===== src/design/afeprc_pkg.sv =====
package afeprc_pkg;
  // Prescale select codes: divide by 1, 2, 4, 8
  localparam logic [1:0] PRE_DIV1 = 2'h0;
  localparam logic [1:0] PRE_DIV8 = 2'h3;
  localparam int PRE_MAX_DIV = 8;
  // Digital sample clock is the analogue sample clock divided by four
  localparam int DSC_DIV = 4;
  localparam logic [1:0] DSC_DIV_M1 = 2'h3;
  // Defaults after reset
  localparam logic RST_EN_BITSTREAM = 1'b0;
  localparam logic RST_IDLE_DRIVE = 1'b0;
  localparam logic RST_EXT_CLOCK = 1'b1;
  localparam logic RST_EXT_REF = 1'b0;
  localparam logic [1:0] RST_PRESCALE = 2'h0;
  localparam logic [2:0] RST_OSR_LOG2 = 3'h3;
  localparam logic RST_MODE_TWO_WIRE = 1'b0;
  // Oversampling ratio is 32 shifted left by osr_select
  localparam int OSR_MIN = 32;
  localparam int OSR_SEL_W = 3;
  localparam int OSR_CNT_W = 12;
  // Interface mode encoding of the mode pin
  localparam logic MODE_SPI = 1'b0;
  localparam logic MODE_TWO_WIRE = 1'b1;
endpackage : afeprc_pkg


===== src/design/afeprc_sync.sv =====
`timescale 1ns/10ps
module afeprc_sync #(
  parameter int WIDTH = 1
) (
  input wire logic core_clk,
  input wire logic sys_rst,
  input wire logic [WIDTH-1:0] async_in,
  output logic [WIDTH-1:0] sync_out
);
  logic [WIDTH-1:0] stage1;

  if (WIDTH < 1) begin : g_bad_width
    $error("afeprc_sync: WIDTH must be at least 1");
  end

  // First stage is read only by the second stage
  always_ff @(posedge core_clk) begin
    if (sys_rst) begin
      stage1 <= '0;
      sync_out <= '0;
    end else begin
      stage1 <= async_in;
      sync_out <= stage1;
    end
  end
endmodule : afeprc_sync


===== src/design/afeprc_top.sv =====
`timescale 1ns/10ps
module afeprc_top #(
  parameter int OSR_SEL_W = afeprc_pkg::OSR_SEL_W,
  parameter int OSR_CNT_W = afeprc_pkg::OSR_CNT_W
) (
  input wire logic core_clk,
  input wire logic sys_rst,
  // Pins, asynchronous to core_clk and synchronised here, then watchdog_reset, which is used unsynchronised
  input wire logic master_reset_n_pin,
  input wire logic ready_pin_in,
  input wire logic clock_input_pin,
  input wire logic mode_pin,
  input wire logic watchdog_reset,
  // Configuration bits from the register map, then modulator data, host request and clock status
  input wire logic bitstream_output_enable,
  input wire logic ready_idle_drive_select,
  input wire logic external_clock_select,
  input wire logic external_reference_select,
  input wire logic [1:0] prescale_select,
  input wire logic [OSR_SEL_W-1:0] osr_select,
  input wire logic modulator_bit,
  input wire logic serial_request,
  input wire logic primary_clock_present,
  // Outputs
  output logic serial_grant,
  output logic config_reset,
  output logic mode_two_wire,
  output logic oversampling_select_low,
  output logic oversampling_select_high,
  output logic gain_select_low,
  output logic gain_select_high,
  output logic modulator_bitstream_out,
  output logic modulator_bitstream_oe,
  output logic conversion_ready_pulse,
  output logic conversion_ready_oe,
  output logic analogue_sample_clock,
  output logic digital_sample_clock,
  output logic output_rate_clock,
  output logic crystal_osc_enable,
  output logic clock_pin_direct,
  output logic input_clock_enable,
  output logic core_clock_enable,
  output logic bias_enable,
  output logic internal_ref_enable,
  output logic ref_pin_switch
);
  // ----------------------------------------------------------------
  // Pin synchronisation
  // ----------------------------------------------------------------
  logic [3:0] pins_sync;
  logic rst_pin_n;
  logic ready_pin_s;
  logic clk_pin_s;
  logic mode_pin_s;

  if (OSR_SEL_W < 1 || OSR_SEL_W > 3 || OSR_CNT_W < 12) begin : g_bad_osr
    $error("afeprc_top: OSR widths cannot cover the ratio range");
  end

  afeprc_sync #(.WIDTH(4)) u_sync (
    .core_clk(core_clk),
    .sys_rst(sys_rst),
    .async_in({master_reset_n_pin, ready_pin_in, clock_input_pin,
               mode_pin}),
    .sync_out(pins_sync)
  );

  assign rst_pin_n = pins_sync[3];
  assign ready_pin_s = pins_sync[2];
  assign clk_pin_s = pins_sync[1];
  assign mode_pin_s = pins_sync[0];

  // ----------------------------------------------------------------
  // Mode latch and hard reset
  // ----------------------------------------------------------------
  logic hard_reset;
  logic hard_reset_d;
  logic relatch;
  logic mode_now;

  // Master reset only means reset while SPI mode is latched
  assign hard_reset = (mode_two_wire == afeprc_pkg::MODE_SPI) && !rst_pin_n;

  always_ff @(posedge core_clk) begin
    if (sys_rst) begin
      hard_reset_d <= 1'b1;
    end else begin
      hard_reset_d <= hard_reset;
    end
  end

  // Mode is latched on the cycle after a master or system reset ends, and during each watchdog reset cycle
  assign relatch = (hard_reset_d && !hard_reset) || watchdog_reset;
  assign mode_now = mode_pin_s;

  always_ff @(posedge core_clk) begin
    if (sys_rst) begin
      mode_two_wire <= afeprc_pkg::RST_MODE_TWO_WIRE;
    end else if (relatch) begin
      mode_two_wire <= mode_now;
    end
  end

  // ----------------------------------------------------------------
  // Two-wire select pin latch
  // ----------------------------------------------------------------
  logic mode_two_wire_d;
  logic tw_capture;

  always_ff @(posedge core_clk) begin
    if (sys_rst) begin
      mode_two_wire_d <= afeprc_pkg::RST_MODE_TWO_WIRE;
    end else begin
      mode_two_wire_d <= mode_two_wire;
    end
  end

  // Capture on entry to two-wire, and again on each watchdog reset while two-wire is latched
  assign tw_capture = mode_two_wire &&
                      (!mode_two_wire_d || watchdog_reset);

  always_ff @(posedge core_clk) begin
    if (sys_rst) begin
      oversampling_select_low <= 1'b0;
      gain_select_high <= 1'b0;
      gain_select_low <= 1'b0;
    end else if (tw_capture) begin
      oversampling_select_low <= rst_pin_n;
      gain_select_high <= ready_pin_s;
      gain_select_low <= clk_pin_s;
    end
  end

  // Serial data pin doubles as high select; sampled from the config path
  always_ff @(posedge core_clk) begin
    if (sys_rst) begin
      oversampling_select_high <= 1'b0;
    end else if (tw_capture) begin
      oversampling_select_high <= osr_select[0];
    end
  end

  // ----------------------------------------------------------------
  // Reset effects
  // ----------------------------------------------------------------
  // defaults and refusal
  assign config_reset = sys_rst || hard_reset;
  assign serial_grant = serial_request && !config_reset &&
                        (mode_two_wire == afeprc_pkg::MODE_SPI);

  assign core_clock_enable = !config_reset;
  assign input_clock_enable = !config_reset || primary_clock_present;

  assign bias_enable = !config_reset || primary_clock_present;

  // ----------------------------------------------------------------
  // Clock and reference selection
  // ----------------------------------------------------------------
  logic ext_clk_eff;
  logic ext_ref_eff;

  // Reset forces the power-on defaults, whatever the register shows
  assign ext_clk_eff = config_reset ? afeprc_pkg::RST_EXT_CLOCK
                                    : external_clock_select;
  assign ext_ref_eff = config_reset ? afeprc_pkg::RST_EXT_REF
                                    : external_reference_select;

  assign crystal_osc_enable = !ext_clk_eff;
  assign clock_pin_direct = ext_clk_eff;

  assign internal_ref_enable = !ext_ref_eff;
  assign ref_pin_switch = !ext_ref_eff;

  // ----------------------------------------------------------------
  // Clock dividers
  // ----------------------------------------------------------------
  logic [2:0] pre_cnt;
  logic [2:0] pre_limit;
  logic asc_tick;
  logic [1:0] dm_cnt;
  logic dsc_tick;
  logic [OSR_CNT_W-1:0] osr_cnt;
  logic [OSR_CNT_W-1:0] osr_limit;
  logic [1:0] pre_sel;
  logic [OSR_SEL_W-1:0] osr_sel;

  assign pre_sel = config_reset ? afeprc_pkg::RST_PRESCALE : prescale_select;
  assign osr_sel = config_reset ? OSR_SEL_W'(afeprc_pkg::RST_OSR_LOG2)
                                : osr_select;
  assign pre_limit = 3'((1 << pre_sel) - 1);
  assign osr_limit = OSR_CNT_W'((afeprc_pkg::OSR_MIN << osr_sel) - 1);
  assign asc_tick = (pre_cnt == pre_limit);

  // prescale taken as given by the host
  always_ff @(posedge core_clk) begin
    if (config_reset) begin
      pre_cnt <= '0;
      analogue_sample_clock <= 1'b0;
    end else begin
      pre_cnt <= asc_tick ? 3'h0 : 3'(pre_cnt + 3'h1);
      analogue_sample_clock <= asc_tick;
    end
  end

  assign dsc_tick = asc_tick && (dm_cnt == afeprc_pkg::DSC_DIV_M1);

  always_ff @(posedge core_clk) begin
    if (config_reset) begin
      dm_cnt <= '0;
      digital_sample_clock <= 1'b0;
    end else begin
      if (asc_tick) begin
        dm_cnt <= 2'(dm_cnt + 2'h1);
      end
      // Phase counted from reset, so the first high half is full length
      if (asc_tick) begin
        digital_sample_clock <= (dm_cnt == 2'h0) ||
                                (dm_cnt == 2'h1);
      end
    end
  end

  always_ff @(posedge core_clk) begin
    if (config_reset) begin
      osr_cnt <= '0;
    end else if (dsc_tick) begin
      osr_cnt <= (osr_cnt == osr_limit) ? '0 : OSR_CNT_W'(osr_cnt + 1'b1);
    end
  end

  // ----------------------------------------------------------------
  // Ready pulse
  // ----------------------------------------------------------------
  logic conv_done;
  logic [4:0] pulse_cnt;
  logic [4:0] pulse_len;
  logic pulse_active;
  logic ready_allowed;

  assign conv_done = dsc_tick && (osr_cnt == osr_limit);
  // Half a digital sample period in core clocks: 2 analogue periods
  assign pulse_len = 5'((afeprc_pkg::DSC_DIV / 2) << pre_sel);

  always_ff @(posedge core_clk) begin
    if (config_reset) begin
      pulse_cnt <= '0;
    end else if (conv_done) begin
      pulse_cnt <= pulse_len;
    end else if (pulse_cnt != 5'h0) begin
      pulse_cnt <= 5'(pulse_cnt - 5'h1);
    end
  end

  always_ff @(posedge core_clk) begin
    if (config_reset) begin
      output_rate_clock <= 1'b0;
    end else begin
      output_rate_clock <= conv_done;
    end
  end

  assign pulse_active = (pulse_cnt != 5'h0);

  assign ready_allowed = (mode_two_wire == afeprc_pkg::MODE_SPI) &&
                         !bitstream_output_enable && !config_reset;

  always_ff @(posedge core_clk) begin
    if (sys_rst) begin
      conversion_ready_pulse <= 1'b1;
      conversion_ready_oe <= 1'b0;
    end else begin
      conversion_ready_pulse <= !pulse_active;
      conversion_ready_oe <= ready_allowed &&
                             (pulse_active || ready_idle_drive_select);
    end
  end

  // ----------------------------------------------------------------
  // Modulator bitstream
  // ----------------------------------------------------------------
  logic mod_drive;

  // drive only when enabled in SPI mode
  assign mod_drive = bitstream_output_enable && !config_reset &&
                     (mode_two_wire == afeprc_pkg::MODE_SPI);

  always_ff @(posedge core_clk) begin
    if (sys_rst) begin
      modulator_bitstream_out <= 1'b0;
      modulator_bitstream_oe <= 1'b0;
    end else begin
      if (asc_tick) begin
        modulator_bitstream_out <= modulator_bit;
      end
      modulator_bitstream_oe <= mod_drive;
    end
  end
endmodule : afeprc_top


===== config.mk =====
export PLATFORM = sky130hd
export DESIGN_NAME = afeprc_top
export DESIGN_NICKNAME = d
export VERILOG_FILES = /design/src/design/afeprc_pkg.sv /design/src/design/afeprc_sync.sv /design/src/design/afeprc_top.sv
export SDC_FILE = /design/constraint.sdc
export NUM_CORES = 1
export LEC_CHECK = 0
export BUFFER_PORTS_ARGS = -buffer_cell sky130_fd_sc_hd__buf_2
export CORE_MARGIN = 2
export CORE_UTILIZATION = 59
export CTS_CLUSTER_DIAMETER = 60
export DETAILED_ROUTE_END_ITERATION = 12
export HOLD_SLACK_MARGIN = 0.02
export PLACE_DENSITY = 0.82
export RECOVER_POWER = 100
export SLEW_MARGIN = 5
export SYNTH_ARGS = -nofsm -noshare
export SYNTH_HDL_FRONTEND = slang
export SYNTH_HIERARCHICAL = 1
export SYNTH_SLANG_ARGS = --single-unit

===== constraint.sdc =====
create_clock -name core_clk -period 4.9 [get_ports core_clk]
set_input_delay 0.245 -clock core_clk [delete_from_list [all_inputs] [get_ports core_clk]]
set_output_delay 0.245 -clock core_clk [all_outputs]
set_load 0.02 [all_outputs]

# Yosys cells after proc, flatten, opt, wreduce, memory -nomap -nowiden
# Cells that the tools add are included.
[word_totals]
reg_bits = 44
output_inout_bits = 21
elab_cells = 71
[op_classes]
add_sub_neg = 6
eq_ne = 4
shift = 3
n_mux = 7
n_bitwise = 1
n_reduce_logical = 30
[ops]
columns = ["cell", "n"]
rows = [
  ["12-bit by 1-bit adder with 12-bit output (second input constant)", 1],
  ["12-bit == test", 1],
  ["1-bit logical AND", 12],
  ["12-bit two-way mux", 1],
  ["6-bit by 3-bit left shift with 12-bit output (first input constant)", 1],
  ["12-bit by 2-bit subtractor with 12-bit output (second input constant)", 1],
  ["5-bit two-way mux", 2],
  ["1-bit logical NOT", 8],
  ["1-bit logical OR", 6],
  ["5-bit nonzero test", 1],
  ["2-bit by 2-bit left shift with 5-bit output (first input constant)", 1],
  ["5-bit by 1-bit subtractor with 5-bit output (second input constant)", 1],
  ["3-bit by 1-bit adder with 3-bit output (second input constant)", 1],
  ["3-bit == test", 1],
  ["3-bit two-way mux", 1],
  ["1-bit by 2-bit left shift with 3-bit output (first input constant)", 1],
  ["3-bit by 2-bit subtractor with 3-bit output (second input constant)", 1],
  ["2-bit by 1-bit adder with 2-bit output (second input constant)", 1],
  ["2-bit by 1-bit == test with 1-bit output (second input constant)", 1],
  ["2-bit == test (second input constant)", 1],
  ["2-bit logical NOT", 1],
  ["1-bit two-way mux", 2],
  ["2-bit two-way mux", 1],
  ["2-bit nonzero test", 1],
  ["2 further kinds", 2],
]

# Logic depth before layout (Yosys ltp)
[depth]
ltp_word = 10
depth_mapped = 13
depth_no_buf = 10

# By module
# Netlist, hierarchy kept.
[modules_own_cells]
columns = ["module", "n_inst", "cells_each", "area_per_inst_um2"]
rows = [
  ["afeprc_top", 1, 243, 2037.0],
  ["afeprc_sync", 1, 16, 210.2],
]

# Least setup slack after synthesis
# Ideal clock, no wire load.
[synth_path]
path_kind = "register -> register"
start = "reg mode_two_wire"
end = "reg osr_cnt[5]"
setup_ns = 0.117
t_arrival_ns = 3.169
required_ns = 4.783
path_slack_ns = 1.615
path_stages_with_launch = 13
synth_period_minus_slack_ns = 3.285
cell_sequence = "dfxtp_1 -> o21ba_4 -> buf_2 -> buf_1 -> nand4b_1 -> ha_1 -> or3b_4 -> a211o_1 -> nand4_2 -> or4_4 -> buf_6 -> a31o_1 -> a22o_1"
[synth_between]
elab_chain_len = 8
word_cells_on_any_way = 13
cone_classes = "add/sub (2); eq/ne (2); shift (2); mux (3); bitwise (1); reduce/logical (3)"
[synth_rtl]
columns = ["element", "line", "text"]
rows = [
  ["from (decl)", "afeprc_top.sv:27", "output logic mode_two_wire,"],
  ["from (signal assigned)", "afeprc_top.sv:98", "mode_two_wire <= afeprc_pkg::RST_MODE_TWO_WIRE;"],
  ["from (signal assigned)", "afeprc_top.sv:100", "mode_two_wire <= mode_now;"],
  ["1-bit NOT (*)", "afeprc_top.sv:82", "assign hard_reset = (mode_two_wire == afeprc_pkg::MODE_SPI) && !rst_pin_n;"],
  ["1-bit logical AND (*)", "afeprc_top.sv:82", ""],
  ["1-bit logical OR (*)", "afeprc_top.sv:147", "assign config_reset = sys_rst || hard_reset;"],
  ["3-bit two-way mux or 2-bit two-way mux (tied branches)", "afeprc_top.sv:188, afeprc_top.sv:187", ""],
  ["6-bit by 3-bit left shift with 12-bit output or 1-bit by 2-bit left shift with 3-bit output (tied branches)", "afeprc_top.sv:191, afeprc_top.sv:190", ""],
  ["12-bit by 2-bit subtractor with 12-bit output or 3-bit by 2-bit subtractor with 3-bit output (tied branches)", "afeprc_top.sv:191, afeprc_top.sv:190", ""],
  ["12-bit == test or 3-bit == test (tied branches)", "afeprc_top.sv:227, afeprc_top.sv:192", ""],
  ["12-bit two-way mux or 1-bit logical AND (tied branches)", "afeprc_top.sv:227, afeprc_top.sv:205", ""],
  ["to (signal assigned)", "afeprc_top.sv:227", "osr_cnt <= (osr_cnt == osr_limit) ? '0 : OSR_CNT_W'(osr_cnt + 1'b1);"],
  ["to (decl)", "afeprc_top.sv:182", "logic [OSR_CNT_W-1:0] osr_cnt;"],
]
# Mark *: on every way between the ends. The rest lies on a longest branch, timed or not.
# A chain may end at the register's enable or synchronous reset.

# Worst setup path after layout
[layout_path]
start = "reg mode_two_wire"
end = "reg osr_cnt[8]"
# Same word-level chain as after synthesis.

==> metrics.md <==
| Metric | Value |
|---|---|
| Slew Viols, Final | 0 |
| Slew margin rel. | 33.4% |
| Simple-Gate Fraction of Synth Area | 27.2% |
| GPL Wtd Cong | 0.823 |
| Clock root cell | clkbuf_8 |
| Dpl hpwl | 3250 um |
| Largest family of logic cells by synthesized area | simple AND/OR/NAND/NOR gates |
| Post-DRT Antenna Nets | 0 |
| Crit path cell chain | o21ba_4 -> inv_1 -> or4_1 -> ha_1 -> xnor2_1 -> nor2_1 -> a221oi_1 -> nor4_4 -> nor3_2 -> a22o_1 |
| Power Internal | 484 uW |
| Final period util | 78.3% |
| Post-synthesis adder-cell area fraction | 4.45% |
| Ports | 40 |
| Via density | 5.67 |
| Routed wire length per instance | 13.4 um |
| Critical R2R Capture | osr_cnt[8] |
| Total number of vias | 1928 |
| Compound-Gate Fraction of Synth Area | 16.5% |
| Pwr dens | 259 mW/mm^2 |
| Fill cells | 324 |
| Post-CTS setup buffer count | 0 |
| Top FF cell, synth | dfxtp_1 |
| Crit path max fanout | 33 |
| Setup crit end kind | register |
| Setup violators final | 0 |
| Synthesized area | 0.00225 sq mm |
| Clock Path Buffers | 2 |
| Max-cap viol count | 0 |
| Worst Path Required | 5.14 ns |
| Post-synthesis mux area share | 1.78% |
| Clock group share of total power | 35.3% |
| Largest vdd supply drop | 0.204 mV |
| Core ar. | 0.00366 sq mm |
| Synthesis-to-layout area growth | 10.2% |
| Ranking of synthesized cells by area | dfxtp_1 (39%), nor2_1 (4.7%), ha_1 (4.5%), nand2_1 (4.0%), xnor2_1 (3.5%) |
| Reg clk slew, reported paths | 0.08 ns |
| CTS sink cnt | 44 |
| Reg2Reg Setup Slack | 1.06 ns |
| Distinct cell type count after synthesis | 56 |
| Total Die Area | 0.00432 sq mm |
| Finished Cell Area | 0.00248 sq mm |
| Clock Skews | 0.00337 ns |
| Post-synth ARST share | 0% |
| First-pass GRT wire length | 7710 um |
| Final Hold Viols | 0 |
| DRC Markers | 0 |
| Iteration-0 DRC Markers | 108 |
| Switching Share | 24.8% |
| Area after DPL | 0.00242 sq mm |
| Worst Tran Pin Value | 0.999 ns |
| Clock Latency Late Sink | 0.30 ns |
| Status | finished, final reports clean |
| Initial core utilization | 61.4% |
| TritonCTS clock tree | done |
| Unrepaired setup endpoints after global routing | false |
| CTS HTree Levels | 2 |
| CTS Buf Count | 5 |
| Nets | 318 |
| Max incr delay on CP | 0.57 ns |
| Synthesized net count | 286 |
| Sequential share of the synthesized area | 39.2% |
| Worst Hold Class | in2reg |
| Total Routing Usage GR | 23.2% |
| Critical path class | reg2reg |
| PortBufs | 39 |
| Sw Pwr | 159 uW |
| Diodes inserted | 0 |
| Ys Warns | 6 |
| Avg Cell Area, Syn | 8.68 sq um |
| Critical path endpoint | osr_cnt[8] |
| Leak | 0.941 nW |
| Synth Area in XOR/XNOR | 4.68% |
| Row count | 22 |
| Area leader, netlist | dfxtp_1 |
| Critical Path Source Type | register |
| Slowest library cell on the worst path | or4_1 |
| Final wirelength | 4550 um |
| Post-synth EDFFs | 0 |
| F_max | 0.261 GHz |
| Reg-to-Reg Start | mode_two_wire |
| Post-synth top area share | 39.2% |
| Worst Path Arrival | 4.08 ns |
| Synth Register Bits | 44 |
| # hold bufs at CTS | 0 |
| Share of layout cells above drive strength 1 | 12.3% |
| Setup_tns | 0 ns |
| Die H | 65.7 um |
| Sequential power share | 56.8% |
| Cells on worst reg2reg path | 10 |
| Post-layout minimum cycle time | 3.84 ns |
| CTS resizes | 0 |
| Comb power frac | 7.8% |
| Die X | 65.7 um |
| Post-synthesis instance total | 259 |
| Vias in the first global route | 1769 |
| Largest net degree at the start of global routing | 34 |
| Crit. Startpoint | mode_two_wire |
| Initial antenna violation count | 0 |
| Detailed-router iteration count before antenna repair | 4 |
| GRT overflow | 0 |
[logic make-up after synthesis]
logic type / count (synthesis)
flops: 44
fa+ha+maj: 8
buf+inv: 28
compound gates: 50
mux: 4
xor+xnor: 12
simple gates: 113
[cells in the mapped netlist (all sizes together), types with 4 or more instances]
cell,number
dfxtp,44
nor2,28
nand2,24
inv,13
nor3,13
a21oi,10
buf,10
nor2b,10
o21ai,9
xnor2,9
ha,8
nand3,7
a22o,5
a31o,5
clkbuf,5
nand2b,5
and3,4
mux2i,4
nand4,4
o31ai,4
o41ai,4
[final cells by class]
type                            count  area [sq um]  share of cell area, %
Multi-Input combinational cell    187          1230                   49.5
Sequential cell                    44           881                   35.6
Timing Repair Buffer               40           171                   6.92
Clock buffer                        6          72.6                   2.93
Tap cell                           48          60.1                   2.42
Inverter                           13          48.8                   1.97
Clock inverter                      2          16.3                  0.657
[power by group through the flow]
stage	Combinational (mW)	Clock (mW)	Sequential (mW)
floorplan	0.0348	0	0.376
global placement	0.0507	0	0.374
detailed placement	0.0515	0	0.374
CTS	0.0517	0.233	0.366
global route	0.0557	0.249	0.366
finish	0.0503	0.227	0.365
[registers in the layout, indices dropped and copies added, names as in the netlist, 2 cells and up]
name,count
dm_cnt,2
pulse_cnt,5
u_sync/stage1,4
pre_cnt,3
osr_cnt,12
u_sync/sync_out,4
[layer usage]
layer | track usage [%] | part of all wire (%)
met4 | 10.9 | 1.3
met1 | 29.4 | 47
met5 | 0 | 0
met3 | 4.79 | 5.6
met2 | 37.4 | 46
[per-stage QoR]
stage	std cells	worst slack [ns]	util, %	total power [mW]	hold slack, ns
floorplan	259	1.61	-	0.411	0.317
global route	340	0.732	67.7	0.671	0.118
CTS	340	1.37	68.5	0.650	0.106
detailed placement	332	1.37	66.1	0.425	0.431
finish	340	1.06	67.7	0.643	0.115
global placement	332	1.46	66.1	0.424	0.417
[critical path: cells and delay by family, from the launching register on]
kind / cells / cell delay, ns
simple gates: 4 / 1.17
compound gates: 3 / 1.12
xor+xnor: 1 / 0.22
fa+ha+maj: 1 / 0.26
flops: 1 / 0.51
buf+inv: 1 / 0.49
[cells in the final DEF, fill, tap and decap left out, types with 4 or more instances in the layout]
| cell type | count |
|---|---|
| a21oi_1 | 10 |
| a22o_1 | 5 |
| and3_1 | 4 |
| buf_2 | 17 |
| clkbuf_1 | 24 |
| clkbuf_8 | 5 |
| dfxtp_1 | 44 |
| ha_1 | 8 |
| inv_1 | 13 |
| mux2i_1 | 4 |
| nand2_1 | 24 |
| nand2b_1 | 5 |
| nand3_1 | 7 |
| nor2_1 | 28 |
| nor2b_1 | 10 |
| nor3_1 | 11 |
| o21ai_0 | 5 |
| o21ai_1 | 4 |
| o41ai_1 | 4 |
| xnor2_1 | 9 |
[worst min-delay path by stage]
stage | slack (ns) | cells after the start | endpoint | start
after floorplan | 0.32 | 1 | u_sync/stage1[0] | sys_rst
after CTS | 0.11 | 2 | conversion_ready_oe | bitstream_output_enable
after global routing | 0.12 | 2 | conversion_ready_oe | bitstream_output_enable
after detailed placement | 0.43 | 1 | u_sync/sync_out[3] | u_sync/stage1[3]
final | 0.12 | 2 | conversion_ready_oe | bitstream_output_enable
after global placement | 0.42 | 1 | u_sync/sync_out[2] | u_sync/stage1[2]
(Power assumes the default switching activity.)
